==> src/hdl/rsb_pkg.sv <==
// shared constants and types for the strap capture and boot select ends
`default_nettype none
package rsb_pkg;
  localparam int unsigned DATA_W      = 16;
  localparam int unsigned BYTE_W      = 8;
  localparam int unsigned GROUP_WORDS = 4;
  localparam logic [1:0] BOOT_HOST_NOPLL = 2'h0;
  localparam logic [1:0] BOOT_I2C        = 2'h1;
  localparam logic [1:0] BOOT_HOST_PLL   = 2'h2;
  localparam logic [1:0] BOOT_RESERVED   = 2'h3;
  localparam logic [1:0] WORD_FIRST      = 2'h0;
  localparam logic [1:0] WORD_LAST       = 2'h3;
  localparam logic       WIDTH_16        = 1'h0;
  localparam logic       POL_LOW         = 1'h0;
  typedef enum logic [1:0] {RSB_BOOT_HOST, RSB_BOOT_I2C, RSB_BOOT_BAD} rsb_boot_t;
endpackage
`default_nettype wire

==> src/hdl/rsb_link_if.sv <==
// host port link between the device end and the boot host end
`default_nettype none
interface rsb_link_if;
  logic [15:0] host_data_port;  // host to device data, bit 0 is lsb
  logic        host_strobe;     // data strobe, polarity per strap
  logic        host_ready;      // device status flag polled by host
  modport dev  (input host_data_port, input host_strobe, output host_ready);
  modport host (output host_data_port, output host_strobe, input host_ready);
endinterface
`default_nettype wire

==> src/hdl/rsb_device.sv <==
// device end: strap capture at power-on reset release and boot selection
// Overview of operation
// - latch five straps at power-on release, hold
// - boot-source strap picks host, I2C or reserved
// - polarity strap 0 low strobes, 1 high
// - width strap 0 sixteen bits, 1 eight
// - PLL bypassed after power-on until software enables
// - start from internal ROM loader after reset
// - I2C mode only raises i2c_fetch; i2c_word and i2c_word_valid are not used
// - host boot polled, no DMA, device side
// - host polls status, no interrupts or DMA
// - host writes four words per group, eight on an 8-bit port, first most significant
// - strobe follows polarity strap latched; type strap latched, edge taken either way
// - hard reset keeps straps from last power-on
// - data bit 0 is least significant
// - hard reset driven only open-drain externally
`default_nettype none
module rsb_device (
  // clock and resets
  input  wire logic        mclk,
  input  wire logic        arst_n,
  input  wire logic        power_on_reset_n,
  input  wire logic        hard_reset_in_n,
  output logic             hard_reset_out_n,
  output logic             hard_reset_oe_n,
  // straps
  input  wire logic [1:0]  boot_source_strap,
  input  wire logic        watchdog_enable_strap,
  input  wire logic        host_strobe_polarity_strap,
  input  wire logic        host_port_width_strap,
  input  wire logic        host_strobe_type_strap,
  // host port link
  rsb_link_if.dev          link,
  // boot side
  input  wire logic        pll_enable_sw,
  input  wire logic        i2c_word_valid,
  input  wire logic [15:0] i2c_word,
  output logic             pll_bypass,
  output logic             watchdog_en,
  output logic             rom_boot,
  output logic             i2c_fetch,
  output logic             boot_error,
  output logic [63:0]      boot_group,
  output logic             boot_group_valid,
  output logic             dma_en,
  output logic             irq_en
);
  logic [1:0]  boot_reg;
  logic        wdog_reg, pol_reg, width_reg, type_reg, straps_held_reg;
  logic        por_q_reg, strobe_q_reg, hard_q_reg;
  logic [1:0]  cnt_reg;
  logic        half_reg;
  logic [63:0] group_reg;

  // power-on release edge, straps captured on the first clock after it
  wire por_rise = power_on_reset_n & ~por_q_reg;
  wire in_reset = ~power_on_reset_n | ~hard_q_reg;
  rsb_pkg::rsb_boot_t mode;
  assign mode = (boot_reg == rsb_pkg::BOOT_I2C) ? rsb_pkg::RSB_BOOT_I2C :
                (boot_reg == rsb_pkg::BOOT_RESERVED) ? rsb_pkg::RSB_BOOT_BAD
                                                     : rsb_pkg::RSB_BOOT_HOST;
  // strobe normalised to active high; type strap latched but both settings take the rising edge
  wire strobe_act = (pol_reg == rsb_pkg::POL_LOW) ? ~link.host_strobe
                                                  : link.host_strobe;
  wire strobe_evt = type_reg ? (strobe_act & ~strobe_q_reg) : (strobe_act & ~strobe_q_reg);
  wire host_mode  = (mode == rsb_pkg::RSB_BOOT_HOST) & ~in_reset;
  wire take       = host_mode & strobe_evt;
  // bit 0 of the port is always the lsb; 8-bit mode uses low byte lane
  wire [15:0] din = (width_reg == rsb_pkg::WIDTH_16) ? link.host_data_port
                  : {8'h00, link.host_data_port[7:0]};
  wire word_done  = (width_reg == rsb_pkg::WIDTH_16) | half_reg;
  // one shifter feeds both the group and its hand-over, so byte mode keeps all eight bytes
  wire [63:0] next_group = (width_reg == rsb_pkg::WIDTH_16) ? {group_reg[47:0], din}
                         : {group_reg[55:0], din[7:0]};

  // strap capture, only power-on release and arst_n touch them so hard reset keeps them
  always_ff @(posedge mclk or negedge arst_n) begin
    if (!arst_n) begin
      boot_reg <= 2'h0;
      wdog_reg <= 1'h0;
      pol_reg <= 1'h0;
      width_reg <= 1'h0;
      type_reg <= 1'h0;
      straps_held_reg <= 1'h0;
    end else if (por_rise) begin
      boot_reg <= boot_source_strap;
      wdog_reg <= watchdog_enable_strap;
      pol_reg <= host_strobe_polarity_strap;
      width_reg <= host_port_width_strap;
      type_reg <= host_strobe_type_strap;
      straps_held_reg <= 1'h1;
    end
  end

  // edge and level samplers
  always_ff @(posedge mclk or negedge arst_n) begin
    if (!arst_n) begin
      por_q_reg <= 1'h0;
      strobe_q_reg <= 1'h0;
      hard_q_reg <= 1'h0;
    end else begin
      por_q_reg <= power_on_reset_n;
      strobe_q_reg <= strobe_act;
      hard_q_reg <= hard_reset_in_n;
    end
  end

  // group assembly, first word lands in the top slot
  always_ff @(posedge mclk or negedge arst_n) begin
    if (!arst_n) begin
      cnt_reg <= rsb_pkg::WORD_FIRST;
      half_reg <= 1'h0;
      group_reg <= 64'h0;
      boot_group_valid <= 1'h0;
      boot_group <= 64'h0;
    end else begin
      boot_group_valid <= 1'h0;
      if (in_reset) begin
        cnt_reg <= rsb_pkg::WORD_FIRST;
        half_reg <= 1'h0;
      end else if (take) begin
        half_reg <= ~word_done & ~half_reg;
        if (word_done) begin
          cnt_reg <= cnt_reg + 2'h1;
          if (cnt_reg == rsb_pkg::WORD_LAST) begin
            boot_group <= next_group;
            boot_group_valid <= 1'h1;
          end
        end
        group_reg <= next_group;
      end
    end
  end

  // status and boot outputs, all registered
  always_ff @(posedge mclk or negedge arst_n) begin
    if (!arst_n) begin
      pll_bypass <= 1'h1;
      watchdog_en <= 1'h0;
      rom_boot <= 1'h0;
      i2c_fetch <= 1'h0;
      boot_error <= 1'h0;
      link.host_ready <= 1'h0;
      dma_en <= 1'h0;
      irq_en <= 1'h0;
      hard_reset_out_n <= 1'h1;
      hard_reset_oe_n <= 1'h1;
    end else begin
      pll_bypass <= in_reset | (pll_bypass & ~pll_enable_sw);
      watchdog_en <= wdog_reg & ~in_reset;
      rom_boot <= straps_held_reg & ~in_reset;
      i2c_fetch <= (mode == rsb_pkg::RSB_BOOT_I2C) & ~in_reset & straps_held_reg;
      boot_error <= (mode == rsb_pkg::RSB_BOOT_BAD) & straps_held_reg;
      link.host_ready <= host_mode & straps_held_reg;
      dma_en <= 1'h0;
      irq_en <= 1'h0;
      hard_reset_out_n <= 1'h0;
      hard_reset_oe_n <= power_on_reset_n;                    // pull low during power-on
    end
  end
endmodule
`default_nettype wire

==> src/flat_wrapper.sv <==
// flat-port wrapper written by rule: the top's interface ports become plain ports
module rsb_device_flat 
  (mclk, arst_n, power_on_reset_n, hard_reset_in_n, hard_reset_out_n, hard_reset_oe_n, boot_source_strap, watchdog_enable_strap, host_strobe_polarity_strap, host_port_width_strap, host_strobe_type_strap, pll_enable_sw, i2c_word_valid, i2c_word, pll_bypass, watchdog_en, rom_boot, i2c_fetch, boot_error, boot_group, boot_group_valid, dma_en, irq_en, link_host_data_port, link_host_strobe, link_host_ready);
  rsb_link_if link_i ();
  input  wire logic mclk;
  input  wire logic arst_n;
  input  wire logic power_on_reset_n;
  input  wire logic hard_reset_in_n;
  output logic hard_reset_out_n;
  output logic hard_reset_oe_n;
  input  wire logic [1:0] boot_source_strap;
  input  wire logic watchdog_enable_strap;
  input  wire logic host_strobe_polarity_strap;
  input  wire logic host_port_width_strap;
  input  wire logic host_strobe_type_strap;
  input  wire logic pll_enable_sw;
  input  wire logic i2c_word_valid;
  input  wire logic [15:0] i2c_word;
  output logic pll_bypass;
  output logic watchdog_en;
  output logic rom_boot;
  output logic i2c_fetch;
  output logic boot_error;
  output logic [63:0] boot_group;
  output logic boot_group_valid;
  output logic dma_en;
  output logic irq_en;
  input wire logic [$bits(link_i.host_data_port)-1:0] link_host_data_port;
  input wire logic [$bits(link_i.host_strobe)-1:0] link_host_strobe;
  output wire logic [$bits(link_i.host_ready)-1:0] link_host_ready;
  assign link_i.host_data_port = link_host_data_port;
  assign link_i.host_strobe = link_host_strobe;
  assign link_host_ready = link_i.host_ready;
  rsb_device u_core (.mclk(mclk), .arst_n(arst_n), .power_on_reset_n(power_on_reset_n), .hard_reset_in_n(hard_reset_in_n), .hard_reset_out_n(hard_reset_out_n), .hard_reset_oe_n(hard_reset_oe_n), .boot_source_strap(boot_source_strap), .watchdog_enable_strap(watchdog_enable_strap), .host_strobe_polarity_strap(host_strobe_polarity_strap), .host_port_width_strap(host_port_width_strap), .host_strobe_type_strap(host_strobe_type_strap), .link(link_i), .pll_enable_sw(pll_enable_sw), .i2c_word_valid(i2c_word_valid), .i2c_word(i2c_word), .pll_bypass(pll_bypass), .watchdog_en(watchdog_en), .rom_boot(rom_boot), .i2c_fetch(i2c_fetch), .boot_error(boot_error), .boot_group(boot_group), .boot_group_valid(boot_group_valid), .dma_en(dma_en), .irq_en(irq_en));
endmodule
==> config.mk <==
export PLATFORM = sky130hd
export DESIGN_NAME = rsb_device_flat
export DESIGN_NICKNAME = d
export VERILOG_FILES = /design/src/hdl/rsb_pkg.sv /design/src/hdl/rsb_link_if.sv /design/src/hdl/rsb_device.sv /design/src/flat_wrapper.sv
export SDC_FILE = /design/constraint.sdc
export NUM_CORES = 1
export LEC_CHECK = 0
export BUFFER_PORTS_ARGS = -buffer_cell sky130_fd_sc_hd__buf_2
export CORE_MARGIN = 3
export CORE_UTILIZATION = 30
export DETAILED_ROUTE_END_ITERATION = 8
export PLACE_DENSITY = 0.57
export SKIP_LAST_GASP = 1
export SLEW_MARGIN = 25
export SYNTH_ARGS = -nofsm -noshare
export SYNTH_HDL_FRONTEND = slang
export SYNTH_SLANG_ARGS = --single-unit
==> constraint.sdc <==
create_clock -name mclk -period 1.8 [get_ports mclk]
set_clock_uncertainty 0.05 [all_clocks]
set_input_delay 0.09 -clock mclk [delete_from_list [all_inputs] [get_ports mclk]]
set_output_delay 0.09 -clock mclk [all_outputs]
set_load 0.05 [all_outputs]
Word level (Yosys, flattened, before mapping):

Index checks and enable logic that the tools add are counted.

* flip-flop bits (word level): 141
* output and inout port bits: 75

* $add $sub $neg: 1
* eq/ne operators: 5
* mux-type cells: 14
* bitwise gates (word level): 25
* reduce and logical (&&, ||, !) cells: 6

Operators by type and width (number)
* $mux W64: 1
* $mux W16: 1
* $and A1 B1 Y1: 12
* $mux W2: 5
* $not A1 Y1: 10
* $mux W1: 7
* $eq A2 B2 Y1 const B: 3
* $eq A2 B1 Y1 const B: 2
* $reduce_and A2 Y1: 2
* $reduce_and A4 Y1: 1
* $reduce_bool A2 Y1: 2
* $or A1 B1 Y1: 3
* $add A2 B1 Y2 const B: 1
* $logic_not A2 Y1: 1

Depth between registers and ports, before layout:

Gate-level depths: netlist (run 1).

* word-level depth: 8
* gate-level depth with buffers: 6
* mapped depth without buffers: 4

Least setup slack after synthesis (run 1):

OpenSTA, ideal clock, no wires.

* path kind: reg-to-reg
* start point: register u_core.boot_reg[0]
* end point: register u_core.boot_group[45]
* setup time: 0.125 ns
* arrival time: 1.593 ns
* required time: 1.625 ns
* path slack: 0.032 ns
* cell stages (with the launch flop): 6
* path through: dfrtp_1 > and4bb_1 > nor4b_2 > buf_4 > buf_6 > mux2_2

* word-level cells in the longest chain between the ends: 7
* elaborated cells between the ends (all ways): 8
* those cells by class: eq/ne (2); mux (2); bitwise (2); reduce/logical (2)

RTL lines
* start: declaration: line rsb_device.sv:48 `logic [1:0] boot_reg;`
* start signal: assignment: line rsb_device.sv:86 `boot_reg <= boot_source_strap;`
* $eq A2 B2 Y1: line rsb_device.sv:60 `(boot_reg == rsb_pkg::BOOT_RESERVED) ? rsb_pkg::RSB_BOOT_BAD`
* $mux W2: line rsb_device.sv:60
* $mux W2 (*): line rsb_device.sv:59 `assign mode = (boot_reg == rsb_pkg::BOOT_I2C) ? rsb_pkg::RSB_BOOT_I2C :`
* $logic_not A2 Y1 (*): line rsb_device.sv:66 `wire host_mode = (mode == rsb_pkg::RSB_BOOT_HOST) & ~in_reset;`
* $and A1 B1 Y1 (*): line rsb_device.sv:66
* $and A1 B1 Y1 (*): line rsb_device.sv:67 `wire take = host_mode & strobe_evt;`
* $reduce_and A4 Y1 (no line) (*)
* end signal: assignment: line rsb_device.sv:126 `boot_group <= next_group;`
* end: declaration: line rsb_device.sv:43 `output logic [63:0] boot_group,`

Every way passes the cells marked *; elsewhere a longest branch is shown, timed or not.
A chain may end at the register's enable or synchronous reset.

Worst setup path after layout (run 1):

* start point: register u_core.boot_reg[0]
* end point: register u_core.boot_group[12]

The elaborated chain is that of the path after synthesis.

==> metrics.cfg, run 1 <==
[status]
status=complete, but fails checks
violations=negative setup slack

[yosys]
yosysTopAreaCell=dfrtp_1
synth_area_um2=5930
yosys_most_used_dff=dfrtp_1
yosys_warnings=0
synth_top_area_frac=0.583
syn_avg_cell_area_um2=15.9
synth.distinct_cells=29
synth_edf_count=0
seq_area_frac_synth=0.596
yosys-top-cells-area=dfrtp_1 (58%), mux2_2 (26%), mux2_1 (8.5%)
ys_ff_latch=141
synthCells=374
async_reset_ff_frac=1.00

[power]
power.density_nw_per_um2=1150
vdd_drop_max_v=0.000656
p_leak_nw=4.03

[cts]
cts-buffers-inserted=17
htreeDepth=4
cts_sinks=141
clk_path_buf_depth=2
cts_tree=built
cts_root_buf=clkbuf_16
insertion_delay_ns=0.41
path_clk_slew_ns=0.06

[routing]
via_per_inst=4.45
routedWlPerCell_um=16.6
drt-total-wl_mm=13.1
drtAntennaViolNets=0
drc_errors=0
first_pass_iters=5
drt_iter0_drc=153
num_vias=3516

[final_layout]
regArea_um2=3530
layout_common_cells=dfrtp_1 (137), mux2_2 (134), buf_2 (98)
layout-drive-gt1-share=0.563
final_common_cell=dfrtp_1
num-fill-cells=1790
area_growth_pct=31.1
multi_input_area_um2=2270
nets=564
n_antenna_cell=0
largest_reg_flops=64
postLayoutCellArea_um2=7770

[floorplanning]
fp.dieH_um=147
core_um2=19100
row_count=50
die_w_um=147
start_util=0.311
die_area_um2=21500
ios=120

[global_route]
met1_usage=0.168
grt_pass1_wl_mm=21.1
grt_use_total=0.126
grt_pass1_vias=3829
gr-usage-met3=0.0410
grt.busiest_layer=met2
grt_max_degree=58
grt_overflow=0
gr-usage-met2=0.195
antenna_found_initial=0

[placement]
pre_cts_ws_ns=-0.154
globalplace.congestion=0.737
dp_hpwl_mm=8.64
dpl_cell_area_um2=6850
numPortBuffers=99

[sta]
finalCriticalPeriod_ns=1.86
tightest_slew_ns=0.526
worst_hold_slack_ns=0.0181
finalMaxSlewViolations=0
setup_viol=49
slew_headroom=0.649
rsz0062_at_grt=true
finalHoldViolations=0
setup_slack_ns=-0.0596
fmax_ghz=0.538
fin_crit_sh=1.03

[setup_path]
end_kind=flop
reg2reg_slack_ns=-0.06
cp.required_ns=2.05
arrival_ns=2.11
worstSetupPathType=reg -> reg
worst-path-max-fanout=10
critPathLaunchType=flop

[job]
cap_violations=0

[hold_path]
hold_path.class=in -> reg

## synth_stat cells, drive strengths merged, types with 2 or more instances
| cell type | count |
|---|---|
| dfrtp | 138 |
| nand3 | 2 |
| inv | 4 |
| mux2 | 181 |
| nand2 | 2 |
| dfstp | 3 |
| or2 | 2 |
| nor2b | 2 |
| buf | 17 |
| o311ai | 2 |
| and3 | 2 |
| o31ai | 2 |
| clkbuf | 5 |
## area by class of cell
cell class / instances / share of cell area
multi-input combinational: 209 / 0.293
tap: 260 / 0.0419
inverter: 4 / 0.00193
timing repair buffer: 145 / 0.135
clock inverter: 6 / 0.0108
sequential: 141 / 0.455
clock buffer: 26 / 0.0630
## routing by layer
metal / wire (µm) / part of all wire
met4: 118 / 0.0090
met1: 6320 / 0.48
met3: 545 / 0.042
met5: 0 / 0
met2: 6110 / 0.47
## timing repair
item | CTS | global route
setup endpoints to repair | 117 | 91
cloned | 1 | 2
pin swaps | 1 | 2
gates resized for setup | 5 | 11
endpoints found under the hold margin | 83 | 0
hold buffers | 22 | 0
buffers inserted | 2 | 2
## cell families (layout without fill, tap and decap cells)
kind of cell    Yosys count  after routing  synth area share
flops                   141            141             0.596
compound gates            7              7           0.00929
xor+xnor                  1              1           0.00148
mux                     181            181             0.344
buf+inv                  26            181            0.0289
other cells               1              3          0.000633
fa+ha+maj                 1              1           0.00211
simple gates             16             16            0.0179
## path summary, 6_finish.rpt
check,from,end,cells after the start
worst max-delay path,u_core.boot_reg[0]$_DFFE_PN0P_,u_core.boot_group[12]$_DFFE_PN0P_,6
worst min-delay path,link_host_data_port[10],u_core.boot_group[10]$_DFFE_PN0P_,3
worst max register to register,u_core.boot_reg[0]$_DFFE_PN0P_,u_core.boot_group[12]$_DFFE_PN0P_,6
worst min register to register,u_core.boot_group[50]$_DFFE_PN0P_,u_core.boot_group[50]$_DFFE_PN0P_,1
max in group asynchronous,arst_n,u_core.hard_reset_out_n$_DFF_PN1_,3
min in group asynchronous,arst_n,u_core.boot_group_valid$_DFF_PN0_,2
## worst max-delay path, stage by stage, from the launching register on
cell and delay (ns):
dfrtp_1 0.38, and4bb_1 0.29, nor4b_4 0.19, buf_4 0.18, buf_12 0.14, clkbuf_16 0.17
mux2_2 0.33
## stage by stage
stage / util / std cells / setup TNS (ns) / total power, W
final: 0.407 / 791 / -1.93 / 0.00895
after global routing: 0.407 / 791 / -8.04 / 0.00946
after CTS: 0.402 / 788 / -4.95 / 0.00912
after detailed placement: 0.359 / 732 / -7.10 / 0.00559
after global placement: 0.359 / 732 / -3.81 / 0.00553
after floorplan: - / 376 / 0 / 0.00504
## where the power goes
| part | switching [W] | internal (W) | leakage [nW] |
|---|---|---|---|
| Clock | 0.00125 | 0.00215 | 0.282 |
| Sequential | 0.000356 | 0.00365 | 1.89 |
| Combinational | 0.000653 | 0.000892 | 1.86 |
| Total | 0.00226 | 0.00669 | 4.03 |
No activity file was read; power rests on OpenSTA's default activity.
==> inputs of run 2 (changes only) <==
--- a/config.mk
+++ b/config.mk
@@ -6,7 +6,6 @@
 export NUM_CORES = 1
 export LEC_CHECK = 0
 export BUFFER_PORTS_ARGS = -buffer_cell sky130_fd_sc_hd__buf_2
-export CORE_MARGIN = 3
 export CORE_UTILIZATION = 30
 export DETAILED_ROUTE_END_ITERATION = 8
 export PLACE_DENSITY = 0.57
==> run 2 against run 1 <==
The run still ends with negative setup slack left. Power up 4.8%. Hold slack about the same. Fmax up 0.78%.
==> metrics.cfg, run 2 (synthesis results as in run 1) <==
[status]
status=complete, but fails checks
violations=negative setup slack

[routing]
drtAntennaViolNets=0  ; unchanged
routedWlPerCell_um=15.7  ; -5.5%
via_per_inst=4.33  ; -2.7%
first_pass_iters=4  ; -1
drt-total-wl_mm=12.5  ; -4.6%
num_vias=3452  ; -1.8%
drc_errors=0  ; unchanged
drt_iter0_drc=90  ; -41%

[final_layout]
multi_input_area_um2=2260  ; -0.83%
nets=566  ; +0.35%
n_antenna_cell=0  ; unchanged
stdcell_count=798  ; +0.88%
layout-drive-gt1-share=0.563  ; about the same
regArea_um2=3530  ; unchanged
final_common_cell=dfrtp_1
area_growth_pct=32.3
layout_common_cells=dfrtp_1 (137), mux2_2 (136), buf_2 (98)
final_core_util=0.404  ; -0.00293
num-fill-cells=1829  ; +2.2%
largest_reg_flops=64  ; unchanged

[placement]
numPortBuffers=99  ; unchanged
placed_cells=738  ; +0.82%
globalplace.congestion=0.685  ; -7.0%
dp_hpwl_mm=8.29  ; -4.1%
pre_cts_ws_ns=-0.0795  ; +0.0743 ns

[cts]
insertion_delay_ns=0.42  ; about the same
htreeDepth=4  ; unchanged
cts_sinks=141  ; unchanged
path_clk_slew_ns=0.06  ; about the same
cts_root_buf=clkbuf_16
cts-buffers-inserted=17  ; unchanged
clk_path_buf_depth=2  ; unchanged
cts_tree=built

[global_route]
grt_use_total=0.130  ; +0.00395
grt_pass1_vias=3674  ; -4.0%
antenna_found_initial=0  ; unchanged
grt_max_degree=69  ; +19%
grt_overflow=0  ; unchanged
grt_pass1_wl_mm=20.0  ; -5.5%

[power]
sw_frac_of_total=0.247  ; -0.00600
vdd_drop_max_v=0.000648  ; -1.1%
p_total_w=0.00938  ; +4.8%
seqPwrFrac=0.428  ; -0.020
power.density_nw_per_um2=1200  ; +3.8%
power.internal_w=0.00707  ; +5.6%
p_leak_nw=4.07  ; +0.98%
p_sw_w=0.00231  ; +2.3%
comb_power_share=0.162  ; -0.011
pwr-share-clk=0.409  ; +0.029

[sta]
finalCriticalPeriod_ns=1.85  ; -0.0143 ns
finalHoldViolations=0  ; unchanged
finalMaxSlewViolations=0  ; unchanged
rsz0062_at_grt=true
slew_headroom=0.639  ; -0.00974
setup_slack_ns=-0.0453  ; +0.0143 ns
fin_crit_sh=1.03  ; -0.00797
setup_viol=46  ; -6.1%
tightest_slew_ns=0.540  ; +0.0146 ns
worst_hold_slack_ns=0.0184  ; +0.000321 ns
fmax_ghz=0.542  ; +0.78%

[setup_path]
crit_chain=and4bb_1 > nor4b_4 > buf_6 > buf_12 > mux2_2
end_kind=flop
worstSetupPathType=reg -> reg
arrival_ns=2.09  ; -0.02 ns
max_stage_delay_ns=0.37  ; about the same
critPathLaunchType=flop
crit_buf_inv=2  ; -1
worst-path-max-fanout=11  ; +1
critical-path-slowest-cell=dfrtp_1
cp.required_ns=2.05  ; about the same
cp_top_family=simple AND/OR/NAND/NOR gates

[hold_path]
hold_path.class=in -> reg

[floorplanning]
row_count=51  ; +2.0%
start_util=0.306  ; -0.00509
die_area_um2=20300  ; -5.4%
fp.dieH_um=143  ; -2.7%
ios=120  ; unchanged
core_um2=19400  ; +1.7%
die_w_um=143  ; -2.7%

[job]
cap_violations=0  ; unchanged

run 2: power groups by stage:
| stage | combinational [W] | clock, W | sequential [W] |
|---|---|---|---|
| after CTS | 0.00155 | 0.00395 | 0.00403 |
| final | 0.00152 | 0.00384 | 0.00402 |
| after global routing | 0.00169 | 0.00409 | 0.00409 |
| after detailed placement | 0.00150 | 0 | 0.00408 |
| after floorplan | 0.00109 | 0 | 0.00395 |
| after global placement | 0.00146 | 0 | 0.00405 |
run 2: final cells by class:
type	count	area share
Clock inverter	11	0.0243
Tap cell	265	0.0423
Sequential cell	141	0.451
Timing Repair Buffer	147	0.135
Clock buffer	21	0.0587
Inverter	4	0.00191
Multi-Input combinational cell	209	0.288
run 2: worst paths after layout:
check	start	depth (start not counted)	end	slack [ns]
setup / recovery	u_core.strobe_q_reg$_DFF_PN0_	5	u_core.boot_group[8]$_DFFE_PN0P_	-0.05
hold reg to reg	u_core.boot_reg[1]$_DFFE_PN0P_	1	u_core.i2c_fetch$_DFF_PN0_	0.41
max in group asynchronous	arst_n	3	u_core.pll_bypass$_DFF_PN1_	0.81
min in group asynchronous	arst_n	2	u_core.boot_group[60]$_DFFE_PN0P_	0.12
setup reg to reg	u_core.strobe_q_reg$_DFF_PN0_	5	u_core.boot_group[8]$_DFFE_PN0P_	-0.05
hold / removal	link_host_data_port[14]	3	u_core.boot_group[14]$_DFFE_PN0P_	0.02
run 2: worst min-delay path: cells and delay by family:
family / cells / cell delay (ns)
buffers and inverters: 1 / 0.08
muxes: 2 / 0.28
run 2: routing by layer:
layer  global-route usage  vias up  routed length (µm)
met3               0.0431       13                 545
met5                    0        -                   0
li1                     -     1620                   -
met2                0.188       70                5540
met1                0.181     1749                6250
met4               0.0424        0                 150
run 2: repair_timing:
action                     4_1_cts  5_1_grt
buffers inserted                 1        0
pin swaps                        1        1
setup endpoints to repair       63      119
gates cloned                     0        3
hold endpoints to repair        85        0
hold buffers                    24        0
gates resized for setup          1        6
run 2: through the flow:
stage               TNS (ns)  cell area (µm²)
floorplan                  0             5940
global placement     -0.0508             6850
detailed placement     -2.47             6850
CTS                    -1.63             7750
global route           -5.44             7840
finish                 -1.08             7840
